===== src/rss_pkg.sv =====
// Shared constants for the reset strap sampler.
// Assumes a single 20 MHz core clock and active-low asynchronous reset.
`default_nettype none
package rss_pkg;
   // ----------------------------------------
   // Timing
   // ----------------------------------------
   localparam int CLK_PERIOD_NS = 50;
   localparam int RESET_MIN_NS = 1000;
   localparam int RESET_MIN_CYC =
      (RESET_MIN_NS + CLK_PERIOD_NS - 1) / CLK_PERIOD_NS;
   // ----------------------------------------
   // Widths and defaults
   // ----------------------------------------
   localparam int ADDR_W = 5;
   localparam logic [4:0] ADDR_RST = 5'h01;
   localparam logic [4:0] ISOLATE_ADDR = 5'h00;
   localparam logic AUTONEG_RST = 1'b1;
   localparam logic [1:0] CAP_RST = 2'h3;
   // Forced-mode capability encodings
   localparam logic [1:0] CAP_10_HALF = 2'h0;
   localparam logic [1:0] CAP_10_FULL = 2'h1;
   localparam logic [1:0] CAP_100_HALF = 2'h2;
   localparam logic [1:0] CAP_100_FULL = 2'h3;
   // Advertisement field positions (10H,10F,100H,100F)
   localparam int ADV_W = 4;
   localparam int ADV_10H = 0;
   localparam int ADV_10F = 1;
   localparam int ADV_100H = 2;
   localparam int ADV_100F = 3;
   localparam logic [3:0] ADV_RST = 4'hf;
endpackage
`default_nettype wire


===== src/rss_sampler.sv =====
// Strap sampler: captures configuration pins just after hardware reset release.
// Assumes strap pins are asynchronous and pass a two-flop synchroniser.
// What this block does
// - Sample every strap pin in the clocks just after reset release, use them for modes
// - After straps_valid_out rises, pins are functional; captures other than the address stay frozen
// - Five address straps land in control register address field [4:0]
// - Any strapped address 0 through 31 is accepted
// - Strapped address zero puts the MAC interface in isolate
// - Register write of address zero never causes isolate
// - Undriven address defaults: bit 0 high, bits 4..1 low
// - Autoneg strap high advertises capability; low forces speed/duplex
// - Autoneg and capability load control and advertisement; default high
// - Reset held at least 1 us reinitialises and resamples all straps
`timescale 1ns/1ps
`default_nettype none
module rss_sampler (
   input wire logic core_clk_in,
   input wire logic rst_n_in,
   input wire logic mgmt_addr_strap_bit0_in,
   input wire logic [3:0] mgmt_addr_strap_upper_in,
   input wire logic autoneg_strap_enable_in,
   input wire logic capability_strap_high_in,
   input wire logic capability_strap_low_in,
   input wire logic addr_wr_en_in,
   input wire logic [4:0] addr_wr_data_in,
   output logic [4:0] mgmt_addr_out,
   output logic isolate_out,
   output logic autoneg_enable_out,
   output logic forced_speed100_out,
   output logic forced_full_duplex_out,
   output logic [3:0] advertise_out,
   output logic straps_valid_out
);
   // ----------------------------------------
   // State
   // ----------------------------------------
   // Two synchroniser fills, one load, then the straps other than the address stay frozen
   typedef enum logic [1:0] {
      ST_FILL_A,
      ST_FILL_B,
      ST_LOAD,
      ST_RUN
   } rss_phase_t;

   // Strap bits: {autoneg, cap high, cap low, addr[4:1], addr[0]}
   typedef struct packed {
      rss_phase_t phase;
      logic [7:0] sync1;
      logic [7:0] sync2;
      logic [4:0] addr;
      logic isolate;
      logic autoneg_strap_enable;
      logic spd100;
      logic fdx;
      logic [3:0] adv;
      logic valid;
   } rss_state_t;

   rss_state_t st_r;
   rss_state_t st_nxt;
   logic [7:0] strap_pins;
   logic [4:0] strap_addr;
   logic [1:0] cap;

   // ----------------------------------------
   // Strap pins
   // ----------------------------------------
   // Pins are asynchronous to the core clock; only sync2 feeds logic
   assign strap_pins = {autoneg_strap_enable_in, capability_strap_high_in,
                        capability_strap_low_in, mgmt_addr_strap_upper_in,
                        mgmt_addr_strap_bit0_in};
   assign strap_addr = st_r.sync2[4:0];
   assign cap = st_r.sync2[6:5];

   // ----------------------------------------
   // Next state
   // ----------------------------------------
   // Pin drivers of the host must stay off until straps_valid_out
   // rises, so the levels taken are still the reset-time ones.
   always_comb begin
      st_nxt = st_r;
      st_nxt.sync1 = strap_pins;
      st_nxt.sync2 = st_r.sync1;
      case (st_r.phase)
         ST_FILL_A: begin
            st_nxt.phase = ST_FILL_B;
         end
         ST_FILL_B: begin
            st_nxt.phase = ST_LOAD;
         end
         ST_LOAD: begin
            // One-shot capture; later pin activity is functional traffic
            st_nxt.phase = ST_RUN;
            st_nxt.valid = 1'b1;
            st_nxt.addr = strap_addr;
            st_nxt.isolate = (strap_addr == rss_pkg::ISOLATE_ADDR);
            st_nxt.autoneg_strap_enable = st_r.sync2[7];
            // Forced pair: high bit picks 100 Mb/s, low bit full duplex
            st_nxt.spd100 = cap[1];
            st_nxt.fdx = cap[0];
            // Same pair read as an ability set when negotiating
            st_nxt.adv = 4'h0;
            case (cap)
               rss_pkg::CAP_10_HALF: begin
                  st_nxt.adv[rss_pkg::ADV_10H] = 1'b1;
                  st_nxt.adv[rss_pkg::ADV_10F] = 1'b1;
               end
               rss_pkg::CAP_10_FULL: begin
                  st_nxt.adv[rss_pkg::ADV_100H] = 1'b1;
                  st_nxt.adv[rss_pkg::ADV_100F] = 1'b1;
               end
               rss_pkg::CAP_100_HALF: begin
                  st_nxt.adv[rss_pkg::ADV_10H] = 1'b1;
                  st_nxt.adv[rss_pkg::ADV_100H] = 1'b1;
               end
               default: begin
                  st_nxt.adv = rss_pkg::ADV_RST;
               end
            endcase
         end
         ST_RUN: begin
            // Writes before the load completes are dropped
            if (addr_wr_en_in) begin
               // Moves the address only; isolate stays as strapped
               st_nxt.addr = addr_wr_data_in;
            end
         end
         default: begin
            st_nxt.phase = ST_FILL_A;
         end
      endcase
   end

   // ----------------------------------------
   // Registers
   // ----------------------------------------
   always_ff @(posedge core_clk_in or negedge rst_n_in) begin
      if (!rst_n_in) begin
         // Pad pull levels stand until a fresh capture
         st_r.phase <= ST_FILL_A;
         st_r.sync1 <= 8'h00;
         st_r.sync2 <= 8'h00;
         st_r.addr <= rss_pkg::ADDR_RST;
         st_r.isolate <= 1'b0;
         st_r.autoneg_strap_enable <= rss_pkg::AUTONEG_RST;
         st_r.spd100 <= rss_pkg::CAP_RST[1];
         st_r.fdx <= rss_pkg::CAP_RST[0];
         st_r.adv <= rss_pkg::ADV_RST;
         st_r.valid <= 1'b0;
      end else begin
         st_r <= st_nxt;
      end
   end

   // ----------------------------------------
   // Outputs
   // ----------------------------------------
   assign mgmt_addr_out = st_r.addr;
   assign isolate_out = st_r.isolate;
   assign autoneg_enable_out = st_r.autoneg_strap_enable;
   assign forced_speed100_out = st_r.spd100;
   assign forced_full_duplex_out = st_r.fdx;
   assign advertise_out = st_r.adv;
   assign straps_valid_out = st_r.valid;

   // ----------------------------------------
   // Checks
   // ----------------------------------------
   AST_FILL_TO_LOAD: assert property (
      @(posedge core_clk_in) disable iff (!rst_n_in)
      (st_r.phase == ST_FILL_B) |=> (st_r.phase == ST_LOAD)
   ) else $error("strap fill did not reach the load step");

   AST_LOAD_ONCE: assert property (
      @(posedge core_clk_in) disable iff (!rst_n_in)
      (st_r.phase == ST_LOAD) |=> (st_r.phase == ST_RUN) && straps_valid_out
   ) else $error("strap load did not finish in one cycle");

   AST_ADDR_CAPTURE: assert property (
      @(posedge core_clk_in) disable iff (!rst_n_in)
      (st_r.phase == ST_LOAD) |=> (mgmt_addr_out == $past(strap_addr))
   ) else $error("strapped address not captured");

   AST_ISOLATE_STRAP: assert property (
      @(posedge core_clk_in) disable iff (!rst_n_in)
      (st_r.phase == ST_LOAD) |=>
         (isolate_out == ($past(strap_addr) == 5'h00))
   ) else $error("isolate does not follow the strapped address");

   AST_ISOLATE_FROZEN: assert property (
      @(posedge core_clk_in) disable iff (!rst_n_in)
      straps_valid_out |=> $stable(isolate_out)
   ) else $error("isolate changed after capture");

   AST_VALID_HOLD: assert property (
      @(posedge core_clk_in) disable iff (!rst_n_in)
      straps_valid_out |=> straps_valid_out
   ) else $error("strap valid dropped without reset");

   AST_STRAPS_FROZEN: assert property (
      @(posedge core_clk_in) disable iff (!rst_n_in)
      straps_valid_out |=> $stable(autoneg_enable_out) &&
         $stable(advertise_out) && $stable(forced_speed100_out) &&
         $stable(forced_full_duplex_out)
   ) else $error("mode straps changed after capture");

   AST_ADDR_FROZEN: assert property (
      @(posedge core_clk_in) disable iff (!rst_n_in)
      (straps_valid_out && !addr_wr_en_in) |=> $stable(mgmt_addr_out)
   ) else $error("address changed without a write");

   AST_ADDR_WRITE: assert property (
      @(posedge core_clk_in) disable iff (!rst_n_in)
      (straps_valid_out && addr_wr_en_in) |=>
         (mgmt_addr_out == $past(addr_wr_data_in))
   ) else $error("address write not applied");

   AST_AUTONEG_LOAD: assert property (
      @(posedge core_clk_in) disable iff (!rst_n_in)
      (st_r.phase == ST_LOAD) |=>
         (autoneg_enable_out == $past(st_r.sync2[7]))
   ) else $error("autoneg strap not captured");

   AST_FORCED_DECODE: assert property (
      @(posedge core_clk_in) disable iff (!rst_n_in)
      (st_r.phase == ST_LOAD) |=>
         ({forced_speed100_out, forced_full_duplex_out} == $past(cap))
   ) else $error("forced speed or duplex decode wrong");

   AST_ADV_TEN_PAIR: assert property (
      @(posedge core_clk_in) disable iff (!rst_n_in)
      (st_r.phase == ST_LOAD && cap == 2'h0) |=> (advertise_out == 4'h3)
   ) else $error("advertisement wrong for pair 00");

   AST_ADV_HUNDRED_PAIR: assert property (
      @(posedge core_clk_in) disable iff (!rst_n_in)
      (st_r.phase == ST_LOAD && cap == 2'h1) |=> (advertise_out == 4'hc)
   ) else $error("advertisement wrong for pair 01");

   AST_ADV_HALF_PAIR: assert property (
      @(posedge core_clk_in) disable iff (!rst_n_in)
      (st_r.phase == ST_LOAD && cap == 2'h2) |=> (advertise_out == 4'h5)
   ) else $error("advertisement wrong for pair 10");

   AST_ADV_ALL: assert property (
      @(posedge core_clk_in) disable iff (!rst_n_in)
      (st_r.phase == ST_LOAD && cap == 2'h3) |=> (advertise_out == 4'hf)
   ) else $error("advertisement wrong for pair 11");
endmodule
`default_nettype wire


===== config.mk =====
export PLATFORM = sky130hd
export DESIGN_NAME = rss_sampler
export DESIGN_NICKNAME = d
export VERILOG_FILES = /design/src/rss_pkg.sv /design/src/rss_sampler.sv
export SDC_FILE = /design/constraint.sdc
export NUM_CORES = 1
export LEC_CHECK = 0
export ABC_AREA = 1
export BUFFER_PORTS_ARGS = -buffer_cell sky130_fd_sc_hd__buf_2
export CAP_MARGIN = 20
export CORE_ASPECT_RATIO = 0.7
export CORE_MARGIN = 2
export CORE_UTILIZATION = 57
export CTS_BUF_LIST = sky130_fd_sc_hd__clkbuf_8
export DETAILED_ROUTE_END_ITERATION = 8
export HOLD_SLACK_MARGIN = 0.12
export PLACE_DENSITY = 0.84
export REMOVE_ABC_BUFFERS = 1
export SETUP_SLACK_MARGIN = 0.4
export SYNTH_ARGS = -nofsm -noshare
export SYNTH_HDL_FRONTEND = slang
export SYNTH_SLANG_ARGS = --single-unit

===== constraint.sdc =====
create_clock -name core_clk_in -period 2.4 [get_ports core_clk_in]
set_input_delay 0 -clock core_clk_in [delete_from_list [all_inputs] [get_ports core_clk_in]]
set_output_delay 0 -clock core_clk_in [all_outputs]
set_load 0.01 [all_outputs]

==> metrics.md <==
| Metric | Value |
|---|---|
| Status | `complete, no violations` |
| Sum Neg Setup Slack | `0 ps` |
| Clk sinks | `32` |
| Diodes inserted | `0` |
| Vias in the first global route | `~900` |
| Skew final | `a little over 10 ps` |
| # rows | `14` |
| Final worst path period share | `76.1%` |
| RSZ-0062 raised after global routing | `false` |
| Vias post-DR | `just under 900` |
| Pwr dens | `~660 nW/um2` |
| Setup CP Type | `flop to flop` |
| Startpoint types | `flop` |
| Die X | `60.8 um` |
| Total setup buffers inserted after CTS | `0` |
| Port buffer count | `29` |
| Leakage Power | `0.888 nW` |
| Max Freq | `547 MHz` |
| H-Tree Depth | `2` |
| TritonRoute pass-1 iters | `4` |
| I/O Pins | `30` |
| Worst hold path type | `input pin to asynchronous set/reset pin` |
| Hold Vio Cnt, Final | `0` |
| Cell Area, Synth | `~1300 um2` |
| GR Overflow Total | `0` |
| Final setup viols | `0` |
| Net Sw Frac | `between 20% and 30%` |
| Critical path capture point type | `flop` |
| Final core occ | `78.6%` |
| Initial Utilization | `60.3%` |
| Synth Instances | `about 120` |
| Clk buf depth | `2` |
| Peak supply drop | `0.526 mV` |
| Reg area | `slightly above 800 um2` |
| Sw Pwr | `approximately 0.25 mW` |
| Critical Path AT | `just under 2000 ps` |
| Nets | `between 150 and 200` |
| Layout cell share with drive strength beyond 1 | `37.0%` |
| CP max-delay cell | `dlygate4sd3_1` |
| Slew @ Worst Pin | `657 ps` |
| Initial antenna violation count | `0` |
| Fillers | `about 130` |
| CP Max Fanout | `7` |
| Syn Area/Cell | `around 11 um2` |
| Yosys warns | `0` |
| Global Route Usage Sum | `between 20% and 30%` |
| DIE AREA | `2660 um2` |
| Num CTS Buffers | `5` |
| Detail Route Antenna Nets | `0` |
| Slew margin rel. | `56.2%` |
| Internal | `0.861 mW` |
| Routed length per placed instance | `12.7 um` |
| Final count of pins violating max slew | `0` |
| Reg clk slew, reported paths | `roughly 70 ps` |
| Iteration-0 DRC count of the detailed router | `26` |
| CP required | `around 2600 ps` |
| Remaining DRCs | `0` |
| Final Total Pwr | `1.11 mW` |
| Post-placement setup slack | `~1100 ps` |
| Maxcap violations | `0` |
| First-pass GRT wire length | `~4000 um` |
| Clock Power Share | `between 30 and 40%` |
| Distinct cells, synth | `16` |
| Fin worst setup slack | `around 570 ps` |
| Footprint of the multi-input gates | `between 300 and 400 um2` |
| Slowest stage delay, CP | `~560 ps` |
| CP cell instances | `ha_2 -> inv_2 -> nand2_4 -> nand2_4 -> nand2_1 -> nand2_1 -> dlygate4sd3_1` |
| Reg power frac | `between 50% and 60%` |
| Crit path time final | `1830 ps` |
| Die Ht | `43.8 um` |
| Placer Congestion | `0.759` |
| Area growth from synthesis to layout | `30.4%` |
| Total wire length | `roughly 2500 um` |
| Seq/Total Area, Yosys | `62.9%` |
| Core ar. | `between 2000 and 2500 um2` |
| Vias per cell | `around 4.6` |
| Flops & latches, synth | `32` |
| DP HPWL | `approximately 1500 um` |
| Root buffer cell | `clkbuf_8` |
| Combinational share of power | `under 10%` |
| CTS tree | `done` |
| Worst-skew pair later-pin latency | `between 200 and 300 ps` |
| Largest net degree at the start of global routing | `33` |
[critical path: cells and delay by family, from the launching register on]
family        cells  cell delay (ps)
fa+ha+maj         1              300
flops             1              440
simple gates      4              310
buf+inv           2              670
[power groups by stage]
stage | Combinational, mW | Clock [mW] | Sequential (mW)
6_report | 0.110 | 0.415 | 0.588
4_1_cts | 0.107 | 0.416 | 0.588
3_3_place_gp | 0.0762 | 0 | 0.596
5_1_grt | 0.120 | 0.448 | 0.592
3_5_place_dp | 0.0790 | 0 | 0.597
2_1_floorplan | 0.0284 | 0 | 0.604
[area by class of cell]
cell class,instances,area share (%)
clock buffer,6,4.91
clock inverter,2,0.596
inverter,7,1.56
multi-input combinational,67,22.3
sequential,32,48.3
tap,32,2.38
timing repair buffer,48,20.0
[cells in the mapped netlist, drive strengths merged]
| cell type | count | area (um2) |
|---|---|---|
| o21ai | 7 | 46.3 |
| nor2 | 3 | 11.3 |
| dfstp | 8 | 210 |
| buf | 10 | 78.8 |
| ha | 7 | 87.6 |
| inv | 7 | 26.3 |
| or2 | 1 | 6.26 |
| nand2 | 43 | 191 |
| dfrtp | 24 | 601 |
| nand3 | 6 | 30.0 |
[flip-flops by register name (all words and copies together), names as in the netlist]
register and count:
st_nxt 8, isolate_out 1, cap 2, forced_speed100_out 1, forced_full_duplex_out 1, st_r 8
advertise_out 4, autoneg_enable_out 1, straps_valid_out 1, mgmt_addr_out 5
[cell families after synthesis]
logic type      after synthesis  share of synthesized area, %
fa+ha+maj                     7                          6.80
buf+inv                      17                          8.16
flops                        32                          62.9
compound gates                7                          3.59
simple gates                 53                          18.5
[per-layer routing]
metal | GRT usage [%] | up-vias | share of wire (%)
met5 | 0 | - | 0
met1 | 25.0 | 413 | 40
met3 | 7.16 | 8 | 6.2
met2 | 36.1 | 32 | 51
met4 | 12.6 | 0 | 2.8
li1 | - | 439 | -
[placed cells by master, fill, tap and decap left out, types with 3 or more instances in the layout]
cell type	instances
dfrtp_1	24
nand3_1	6
dfstp_2	8
nand2_2	6
ha_1	6
inv_1	5
clkbuf_8	6
dlygate4sd3_1	19
nand2_1	35
o21ai_2	3
nor2_1	3
buf_2	29
[path summary, 6_finish.rpt]
check | start | end | slack, ps | cells past startpoint
setup / recovery | st_r[30]$_DFFE_PN0P_ | mgmt_addr_out[4]$_DFFE_PN0P_ | 570 | 7
hold / removal | rst_n_in | st_nxt[15]$_DFF_PN0_ | 270 | 2
setup reg to reg | st_r[30]$_DFFE_PN0P_ | mgmt_addr_out[4]$_DFFE_PN0P_ | 570 | 7
hold reg to reg | st_nxt[20]$_DFF_PN0_ | cap[1]$_DFF_PN0_ | 340 | 0
max in group asynchronous | rst_n_in | st_nxt[19]$_DFF_PN0_ | 1700 | 2
min in group core_clk_in | st_nxt[20]$_DFF_PN0_ | cap[1]$_DFF_PN0_ | 340 | 0
[what timing repair did]
action | CTS | global route
gates resized for setup | 0 | 1
endpoints found under the setup margin | 0 | 1
hold endpoints to repair | 37 | 0
hold buffers | 19 | 0
[metrics by stage]
stage	hold slack, ps	area (um2)	instances
2_1_floorplan	-296	1210	106
3_3_place_gp	63.4	1400	167
3_5_place_dp	68.6	1400	167
4_1_cts	310	1680	194
5_1_grt	338	1680	194
6_report	273	1680	194
Note: power is estimated with default switching activity, not from simulation.
